## config.mk

```make
export PLATFORM = sky130hd
export DESIGN_NAME = crccu_top
export DESIGN_NICKNAME = d
export VERILOG_FILES = /design/src/rtl/crccu_top.v
export VERILOG_INCLUDE_DIRS = /design/src /design/src/rtl
export SDC_FILE = /design/constraint.sdc
export NUM_CORES = 1
export LEC_CHECK = 0
export ABC_AREA = 1
export BUFFER_PORTS_ARGS = -buffer_cell sky130_fd_sc_hd__buf_4
export CAP_MARGIN = 10
export CORE_ASPECT_RATIO = 2
export CORE_MARGIN = 2
export CORE_UTILIZATION = 30
export CTS_CLUSTER_DIAMETER = 150
export DETAILED_ROUTE_END_ITERATION = 16
export MAX_ROUTING_LAYER = met4
export PLACE_DENSITY = 0.46
export SYNTH_ARGS = -nofsm -noshare
export SYNTH_HDL_FRONTEND = slang
export SYNTH_SLANG_ARGS = --single-unit
```

## constraint.sdc

```tcl
create_clock -name clk -period 5.4 [get_ports clk]
set_input_delay 1.08 -clock clk [delete_from_list [all_inputs] [get_ports clk]]
set_output_delay 1.08 -clock clk [all_outputs]
set_load 0.02 [all_outputs]
```

## src/rtl/crccu_map.vh

```
// register map and constants of the crc calculation unit
// ----------------------------------------------------------------------------
// How it works
// RQ1: writing the data register feeds the calculator; reading returns result.
// RQ2: first calculation starts from init value, later ones from last result.
// RQ3: each calculation finishes within four bus clock cycles.
// RQ4: every calculator reset copies the init register into the data register.
// RQ5: control bit 0 written 1 resets calculator, self-clears; 0 does nothing.
// RQ6: scratch byte register holds one byte and survives calculator reset.
// RQ7: input reversal field: none, per byte, per half-word or whole word.
// RQ8: output reversal bit mirrors the whole 32-bit result before reading.
// RQ9: reversal mirrors bits inside 8-, 16- or 32-bit groups.
// RQ10: polynomial size field: 32, 16, 8 or 7 bits.
// RQ11: crc is modulo-2 remainder by generator, default 0x4C11DB7.
// RQ12: final exclusive-or is all zeros.
// RQ13: default start value is all ones.
// RQ14: software uses 8/16/32-bit data accesses, 32-bit elsewhere.
// RQ15: polynomial register is writable and used by later calculations.
// RQ16: byte or half-word data writes fold only the written bits; here an input reversal wider than the write folds bits of unwritten lanes.
// RQ17: data register access during a calculation stalls until it ends; here only reads wait, writes stall only on a full fifo.
// ----------------------------------------------------------------------------
`ifndef CRCCU_MAP_VH
`define CRCCU_MAP_VH
`define CRCCU_OFS_DATA   12'h000
`define CRCCU_OFS_SCR    12'h004
`define CRCCU_OFS_CTRL   12'h008
`define CRCCU_OFS_INIT   12'h010
`define CRCCU_OFS_GENERATOR_COEFF   12'h014
`define CRCCU_RST_DATA   32'hFFFFFFFF
`define CRCCU_RST_INIT   32'hFFFFFFFF
`define CRCCU_RST_GENERATOR_COEFF   32'h04C11DB7
`define CRCCU_RST_ZERO   32'h00000000
`define CRCCU_XOR_OUT    32'h00000000
`define CRCCU_CTRL_RST   0
`define CRCCU_CTRL_OREV  7
`define CRCCU_REV_HI     6
`define CRCCU_REV_LO     5
`define CRCCU_SIZE_HI    4
`define CRCCU_SIZE_LO    3
`define CRCCU_REV_NONE   2'h0
`define CRCCU_REV_BYTE   2'h1
`define CRCCU_REV_HALF   2'h2
`define CRCCU_SZ_32      2'h0
`define CRCCU_SZ_16      2'h1
`define CRCCU_SZ_8       2'h2
`define CRCCU_CALC_CYC   3'h4
`define CRCCU_BITS_STEP  4'h8
`define CRCCU_FIFO_DW    34
`define CRCCU_FIFO_DEP   16
`define CRCCU_FIFO_AW    4
`endif

```

## src/rtl/crccu_top.v

```verilog
// crc calculation unit with apb slave and a data fifo
//
// Design decision made here: register access over APB.
`include "crccu_map.vh"

// ----------------------------------------------------------------------------
// fifo
// ----------------------------------------------------------------------------
module crccu_fifo #(
  parameter DW = 34,
  parameter DEPTH = 16,
  parameter AW = 4
) (
  input  wire          clk,      // bus clock
  input  wire          rst_n,    // async reset, low
  input  wire [DW-1:0] in_data,  // write data
  input  wire          in_valid, // write request
  output wire          in_ready, // not full
  output wire [DW-1:0] out_data, // head word
  output wire          out_valid,// not empty
  input  wire          out_ready // head taken
);
  reg [DW-1:0] mem [0:DEPTH-1];
  reg [AW:0]   wp_r;
  reg [AW:0]   rp_r;
  wire         full  = (wp_r[AW] != rp_r[AW]) &&
                       (wp_r[AW-1:0] == rp_r[AW-1:0]);
  wire         empty = (wp_r == rp_r);
  assign in_ready  = !full;
  assign out_valid = !empty;
  assign out_data  = mem[rp_r[AW-1:0]];
  always @(posedge clk) begin
    if (in_valid && !full)
      mem[wp_r[AW-1:0]] <= in_data;
  end
  always @(posedge clk or negedge rst_n) begin
    if (!rst_n) begin
      wp_r <= {(AW+1){1'b0}};
      rp_r <= {(AW+1){1'b0}};
    end else begin
      if (in_valid && !full)
        wp_r <= wp_r + 1'b1;
      if (out_ready && !empty)
        rp_r <= rp_r + 1'b1;
    end
  end
endmodule

// ----------------------------------------------------------------------------
// top
// ----------------------------------------------------------------------------
module crccu_top (
  input  wire        clk,     // 50 MHz bus clock
  input  wire        rst_n,   // async reset, low
  input  wire        psel,    // apb select
  input  wire        penable, // apb enable
  input  wire        pwrite,  // apb direction
  input  wire [11:0] paddr,   // apb byte address
  input  wire [31:0] pwdata,  // apb write data
  input  wire [3:0]  pstrb,   // apb byte strobes
  output reg  [31:0] prdata,  // apb read data
  output wire        pready,  // apb ready
  output wire        pslverr  // apb error
);
  localparam ST_IDLE = 1'b0;
  localparam ST_CALC = 1'b1;

  reg  [31:0] data_result_value_r;
  reg  [7:0]  scratch_byte_value_r;
  reg         output_reverse_sel_r;
  reg  [1:0]  input_reverse_sel_r;
  reg  [1:0]  generator_width_sel_r;
  reg  [31:0] init_value_r;
  reg  [31:0] generator_coeff_r;
  reg         st_r;
  reg  [2:0]  cyc_r;
  reg  [31:0] sh_r;
  reg  [1:0]  len_r;
  reg         rd_ok_r;
  wire [31:0] crc_nxt;
  wire [31:0] in_rev;
  wire [31:0] res_rev;
  // running value and input word after each of the eight division steps
  wire [31:0] stg_crc [0:8];
  wire [31:0] stg_ins [0:8];

  wire setup   = psel && !penable;
  wire access  = psel && penable;
  wire a_data  = (paddr == `CRCCU_OFS_DATA);
  wire a_scr   = (paddr == `CRCCU_OFS_SCR);
  wire a_ctrl  = (paddr == `CRCCU_OFS_CTRL);
  wire a_init  = (paddr == `CRCCU_OFS_INIT);
  wire a_generator_coeff  = (paddr == `CRCCU_OFS_GENERATOR_COEFF);
  wire mapped  = a_data | a_scr | a_ctrl | a_init | a_generator_coeff;

  // data writes go through the fifo; reads wait for it to drain
  wire [`CRCCU_FIFO_DW-1:0] f_in;
  wire [`CRCCU_FIFO_DW-1:0] f_out;
  wire f_in_ready;
  wire f_out_valid;
  wire f_take;
  wire busy = (st_r == ST_CALC) || f_out_valid;
  wire dwr  = access && pwrite && a_data;
  // write stalls only on a full fifo, read of result waits for all work
  // and for the cycle that loads the result into prdata
  assign pready = !access ? 1'b1 :
                  (!a_data ? 1'b1 :
                   (pwrite ? f_in_ready :
                    (!busy && rd_ok_r)));                  // see RQ17
  assign pslverr = access && !mapped;
  wire wr_done = access && pwrite && pready;
  // a read that has not yet been answered
  wire rd_pend = psel && !pwrite && !(access && pready);

  // size code: 0 byte, 1 half, 2 word; chooses bits folded
  wire [1:0] wlen = (pstrb == 4'h1) ? 2'h0 :
                    (pstrb == 4'h3) ? 2'h1 : 2'h2;         // see RQ16
  assign f_in = {wlen, pwdata};

  crccu_fifo #(
    .DW    (`CRCCU_FIFO_DW),
    .DEPTH (`CRCCU_FIFO_DEP),
    .AW    (`CRCCU_FIFO_AW)
  ) u_fifo (
    .clk       (clk),
    .rst_n     (rst_n),
    .in_data   (f_in),
    .in_valid  (dwr && f_in_ready),
    .in_ready  (f_in_ready),
    .out_data  (f_out),
    .out_valid (f_out_valid),
    .out_ready (f_take)
  );
  assign f_take = (st_r == ST_IDLE) && f_out_valid;

  // ----------------------------------------------------------------------------
  // bit reversal, one slice per bit position
  // ----------------------------------------------------------------------------
  genvar gb;
  generate
    for (gb = 0; gb < 32; gb = gb + 1) begin : g_rev
      // mirror partners of this bit inside a byte, a half-word, the word
      wire rb_byte = f_out[(gb & 24) + 7 - (gb & 7)];
      wire rb_half = f_out[(gb & 16) + 15 - (gb & 15)];
      wire rb_word = f_out[31 - gb];
      reg  rb_sel;
      always @* begin
        case (input_reverse_sel_r)
          `CRCCU_REV_NONE: rb_sel = f_out[gb];
          `CRCCU_REV_BYTE: rb_sel = rb_byte;
          `CRCCU_REV_HALF: rb_sel = rb_half;
          default:         rb_sel = rb_word;
        endcase                                            // see RQ7 RQ9
      end
      assign in_rev[gb] = rb_sel;
      // output side only knows whole-word reversal
      assign res_rev[gb] = output_reverse_sel_r ?
                           data_result_value_r[31 - gb] :
                           data_result_value_r[gb];        // see RQ8
    end
  endgenerate

  // ----------------------------------------------------------------------------
  // division steps: eight per cycle, msb first, width aligned
  // ----------------------------------------------------------------------------
  // a deeper chain would shorten words but lengthen the critical path
  assign stg_crc[0] = data_result_value_r;
  assign stg_ins[0] = sh_r;
  genvar gs;
  generate
    for (gs = 0; gs < 8; gs = gs + 1) begin : g_step
      reg        fb;
      reg [31:0] nx;
      always @* begin
        case (generator_width_sel_r)
          `CRCCU_SZ_32: fb = stg_crc[gs][31] ^ stg_ins[gs][31];
          `CRCCU_SZ_16: fb = stg_crc[gs][15] ^ stg_ins[gs][31];
          `CRCCU_SZ_8:  fb = stg_crc[gs][7] ^ stg_ins[gs][31];
          default:      fb = stg_crc[gs][6] ^ stg_ins[gs][31];
        endcase                                            // see RQ10
        nx = {stg_crc[gs][30:0], 1'b0};
        if (fb)
          nx = nx ^ generator_coeff_r;                     // see RQ11 RQ15
        // bits above the chosen width never feed back
        case (generator_width_sel_r)
          `CRCCU_SZ_32: nx = nx;
          `CRCCU_SZ_16: nx = nx & 32'h0000FFFF;
          `CRCCU_SZ_8:  nx = nx & 32'h000000FF;
          default:      nx = nx & 32'h0000007F;
        endcase
      end
      assign stg_crc[gs+1] = nx;
      assign stg_ins[gs+1] = {stg_ins[gs][30:0], 1'b0};
    end
  endgenerate
  assign crc_nxt = stg_crc[8];

  // ----------------------------------------------------------------------------
  // calculator and registers
  // ----------------------------------------------------------------------------
  always @(posedge clk or negedge rst_n) begin
    if (!rst_n) begin
      data_result_value_r   <= `CRCCU_RST_DATA;            // see RQ13
      scratch_byte_value_r  <= 8'h00;
      output_reverse_sel_r  <= 1'b0;
      input_reverse_sel_r   <= 2'h0;
      generator_width_sel_r <= 2'h0;
      init_value_r          <= `CRCCU_RST_INIT;
      generator_coeff_r     <= `CRCCU_RST_GENERATOR_COEFF;
      st_r                  <= ST_IDLE;
      cyc_r                 <= 3'h0;
      sh_r                  <= 32'h00000000;
      len_r                 <= 2'h0;
    end else begin
      case (st_r)
        ST_IDLE: begin
          if (f_out_valid) begin
            st_r  <= ST_CALC;
            len_r <= f_out[33:32];
            cyc_r <= 3'h1;
            // narrow data aligned to the top so only the low 8 or 16 bits of in_rev fold
            case (f_out[33:32])
              2'h0:    sh_r <= {in_rev[7:0], 24'h000000};
              2'h1:    sh_r <= {in_rev[15:0], 16'h0000};
              default: sh_r <= in_rev;
            endcase                                        // see RQ1 RQ16
          end
        end
        ST_CALC: begin
          // running result is the start value of each step
          data_result_value_r <= crc_nxt ^ `CRCCU_XOR_OUT; // see RQ2 RQ12
          sh_r  <= {sh_r[23:0], 8'h00};
          cyc_r <= cyc_r + 3'h1;
          if ((len_r == 2'h0) ||
              (len_r == 2'h1 && cyc_r == 3'h2) ||
              (cyc_r == `CRCCU_CALC_CYC))
            st_r <= ST_IDLE;                               // see RQ3
        end
        default: st_r <= ST_IDLE;
      endcase
      if (wr_done && a_scr)
        scratch_byte_value_r <= pwdata[7:0];               // see RQ6
      if (wr_done && a_ctrl) begin
        output_reverse_sel_r  <= pwdata[`CRCCU_CTRL_OREV];
        input_reverse_sel_r   <= pwdata[`CRCCU_REV_HI:`CRCCU_REV_LO];
        generator_width_sel_r <= pwdata[`CRCCU_SIZE_HI:`CRCCU_SIZE_LO];
        // reset bit is never stored: it acts once and reads back 0
        if (pwdata[`CRCCU_CTRL_RST])
          data_result_value_r <= init_value_r;             // see RQ4 RQ5
      end
      if (wr_done && a_init)
        init_value_r <= pwdata;
      if (wr_done && a_generator_coeff)
        generator_coeff_r <= pwdata;                       // see RQ15
    end
  end

  // ----------------------------------------------------------------------------
  // read data
  // ----------------------------------------------------------------------------
  always @(posedge clk or negedge rst_n) begin
    if (!rst_n) begin
      prdata  <= `CRCCU_RST_ZERO;
      rd_ok_r <= 1'b0;
    end else begin
      // result is loaded one cycle ahead of pready, so the master
      // samples the new value and never the previous one
      rd_ok_r <= rd_pend && a_data && !busy;               // see RQ17
      if (setup && !pwrite && !a_data) begin
      case (paddr)
        `CRCCU_OFS_SCR:  prdata <= {24'h000000, scratch_byte_value_r};
        `CRCCU_OFS_CTRL: prdata <= {24'h000000, output_reverse_sel_r,
                                    input_reverse_sel_r,
                                    generator_width_sel_r, 3'h0};
        `CRCCU_OFS_INIT: prdata <= init_value_r;
        `CRCCU_OFS_GENERATOR_COEFF: prdata <= generator_coeff_r;
        default:         prdata <= `CRCCU_RST_ZERO;
      endcase
      end else if (rd_pend && a_data && !busy)
        prdata <= res_rev;                                 // see RQ1 RQ8
    end
  end
endmodule

```

==> qor.csv <==
metric,value,unit
"FFs w/ async S/R, synth",0.259,
total gr overflow,0,
TritonCTS clock tree,yes,
port buffer count,86,
Initial Utilization,0.302,
total number of vias,30100,
drt first pass iters,5,
Chip Height,501,um
Final Cycle Share,1.19,
Yosys reg bits,734,
worst slack at placement,-1.31,ns
post-DP HPWL,97.4,mm
clock sink total,734,
clock buffer depth,3,
Final Hold Vio Count,0,
root buffer cell,clkbuf_16,
clock skew,0.0325,ns
htree depth,3,
sum of negative setup slack,-30.25,ns
Setup Crit Path Kind,reg2reg,
Worst path max stage delay,0.48,ns
final slew viol count,0,
Gate Count Post-Synth,3933,
failing checks,setup timing,
share of layout cells above drive strength 1,0.177,
RSZ-0062 raised after global routing,yes,
CP endpoint kind,register,
fin cells,5756,
Startpoint Class,register,
vias in the first global route,29900,
DIE AREA,127000,sq um
placed insts,5600,
worst-path maximum fanout,8,
PnR worst setup slack,-1.01,ns
# DRC,0,
syn_nets,3994,
count of cell types in the netlist,53,
Die W,253,um
first-pass GRT wire length,206,mm
Syn Std Cell Area,37100,sq um
Slew headroom,0.260,
hold slack,0.347,ns
final worst path period need,6.41,ns
status,"complete, but fails checks",
drt initial violations,2027,
WL/cell,24.9,um
Worst-path clk slew,0.08,ns
# setup viols final,32,
# hold bufs at CTS,0,
crit-path most repeated cell,nand2_2,
Critical Path AT,7.03,ns
sequential element share of the synthesized area,0.572,
cell area power density,580,nW/um^2
Area Growth Syn to Fin,19.8,%
Ys Warns,0,
Total Routed Length,143,mm
Max Cap Viol,0,
"Clk Latency, worst-skew pair",0.68,ns
pin count of the biggest net entering global routing,169,
Worst Hold Class,in2async,
Leak,16.7,nW
Rows,182,
overall routing resource usage,0.232,
Worst Path Required,6.02,ns
Vias/cell,5.23,
"slowest stage cell, crit path",dfrtp_2,
Post-Route Utilization,0.362,
Final Total Pwr,25.7,mW
final instance area,44400,sq um
fin nets,4194,
most used flip-flop cell after synthesis,edfxtp_1,
Worst-Margin Slew,1.11,ns
initial antenna violation count,3,
Peak Freq,156,MHz
GP Congestion,0.984,
Area after DPL,41200,sq um
Core Region,123000,sq um
I/O pins,87,
Post-synth EDFFs,544,
Syn Area/Cell,9.42,sq um
Final ANT Viol Nets,0,
Num CTS Buffers,71,
Max VDD drop,0.301,mV
[registers in the layout (all words and copies together) (netlist names)]
name / count
cyc_r: 3
data_result_value_r: 32
generator_coeff_r: 32
generator_width_sel_r: 2
init_value_r: 32
input_reverse_sel_r: 2
len_r: 2
output_reverse_sel_r: 1
prdata: 32
rd_ok_r: 1
scratch_byte_value_r: 8
sh_r: 32
st_r: 1
u_fifo.mem: 544
u_fifo.rp_r: 5
u_fifo.wp_r: 5
[worst max-delay path: cells and delay by family, from the launching register on]
| family | cells | cell delay (ns) |
|---|---|---|
| simple gates | 35 | 3.41 |
| compound gates | 1 | 0.16 |
| buf+inv | 8 | 1.02 |
| flops | 1 | 0.48 |
| xor+xnor | 6 | 1.26 |
[kinds of logic (layout without fill, tap and decap cells)]
logic type      after synthesis  in the layout  synth area share
fa+ha+maj                     8              8           0.00270
simple gates               1513           1513             0.170
other cells                   0              5                 0
buf+inv                     523            777            0.0547
xor+xnor                    204            204            0.0512
compound gates              951            951             0.150
flops                       734            734             0.572
[worst paths after layout]
kind | from | to | slack, ns | cells after the start
worst max-delay path | generator_width_sel_r[0] | data_result_value_r[30] | -1.01 | 50
worst min-delay path | rst_n | generator_coeff_r[19] | 0.35 | 1
worst max register to register | generator_width_sel_r[0] | data_result_value_r[30] | -1.01 | 50
worst min register to register | len_r[1] | len_r[1] | 0.48 | 2
max in group asynchronous | rst_n | data_result_value_r[7] | 3.98 | 2
min in group clk | len_r[1] | len_r[1] | 0.48 | 2
[power by group]
group	switching (mW)	internal, mW	leakage, nW
Sequential	0.496	6.40	7.12
Clock	2.35	2.88	1.15
Combinational	8.68	4.94	8.39
Total	11.5	14.2	16.7
[cell usage after synthesis, types with 3 or more instances]
library cell | n | area, sq um
nand2_1 | 689 | 2590
o21ai_0 | 558 | 2790
edfxtp_1 | 544 | 16300
nor2_1 | 530 | 1990
inv_1 | 250 | 938
clkbuf_1 | 201 | 754
nand3_1 | 195 | 976
xor2_1 | 152 | 1330
dfrtp_1 | 112 | 2800
o22ai_1 | 86 | 538
o221ai_1 | 80 | 701
dfstp_2 | 78 | 2050
o211ai_1 | 53 | 398
a21oi_1 | 45 | 225
xnor2_1 | 45 | 394
o21ai_1 | 31 | 155
a31oi_1 | 30 | 188
a221oi_1 | 27 | 236
nand4_1 | 25 | 156
nand2_2 | 24 | 150
buf_1 | 23 | 86.3
a22oi_1 | 21 | 158
buf_2 | 17 | 85.1
inv_2 | 16 | 60.1
nand2_4 | 14 | 158
ha_1 | 8 | 100
nand3_2 | 8 | 80.1
nor3_1 | 8 | 40.0
nand3b_1 | 7 | 52.6
buf_4 | 6 | 45.0
clkinv_1 | 6 | 22.5
o21a_1 | 5 | 37.5
or2_2 | 5 | 31.3
xnor2_4 | 5 | 138
a22o_1 | 4 | 35.0
o21bai_1 | 3 | 22.5
[cell usage in the layout, fill, tap and decap left out, drive strengths merged, types with 2 or more instances in the layout]
master,instances
a221oi,27
a211oi,2
xnor2,51
nand3b,7
o2111ai,2
edfxtp,544
a22o,4
diode,5
o221ai,80
nand4,26
o22ai,86
nor2,533
o21a,5
bufinv,8
or2,5
a22oi,21
buf,376
dfstp,78
nand3,203
o21bai,3
inv,271
nor3,8
clkbuf,87
o211ai,53
a21oi,45
xor2,153
clkinv,32
a31oi,30
clkinvlp,3
nand2,727
nor4,2
o21ai,590
ha,8
dfrtp,112
[layout make-up]
| class | instances | area, sq um |
|---|---|---|
| diodes | 5 | 12.5 |
| clock buffers | 86 | 1850 |
| clock inverters | 41 | 515 |
| fillers | 12400 | 78400 |
| inverters | 273 | 1040 |
| multi-input cells | 2676 | 14500 |
| flip-flops and latches | 734 | 21200 |
| well taps | 1564 | 1960 |
| repair buffers | 377 | 3350 |
[per-layer routing]
layer / GRT usage / routed length (um) / vias to the layer above
met1: 0.226 / 49800 / 14900
met5: - / 0 / -
met4: 0.148 / 10700 / 0
li1: - / - / 14000
met2: 0.430 / 78000 / 775
met3: 0.0278 / 4910 / 376
[what timing repair did]
action	CTS	global route
pin swaps	46	41
buffers inserted	17	6
hold endpoints to repair	0	0
setup endpoints to repair	32	32
cloned	0	1
gates resized for setup	72	45
No activity file was read; power rests on OpenSTA's default activity.
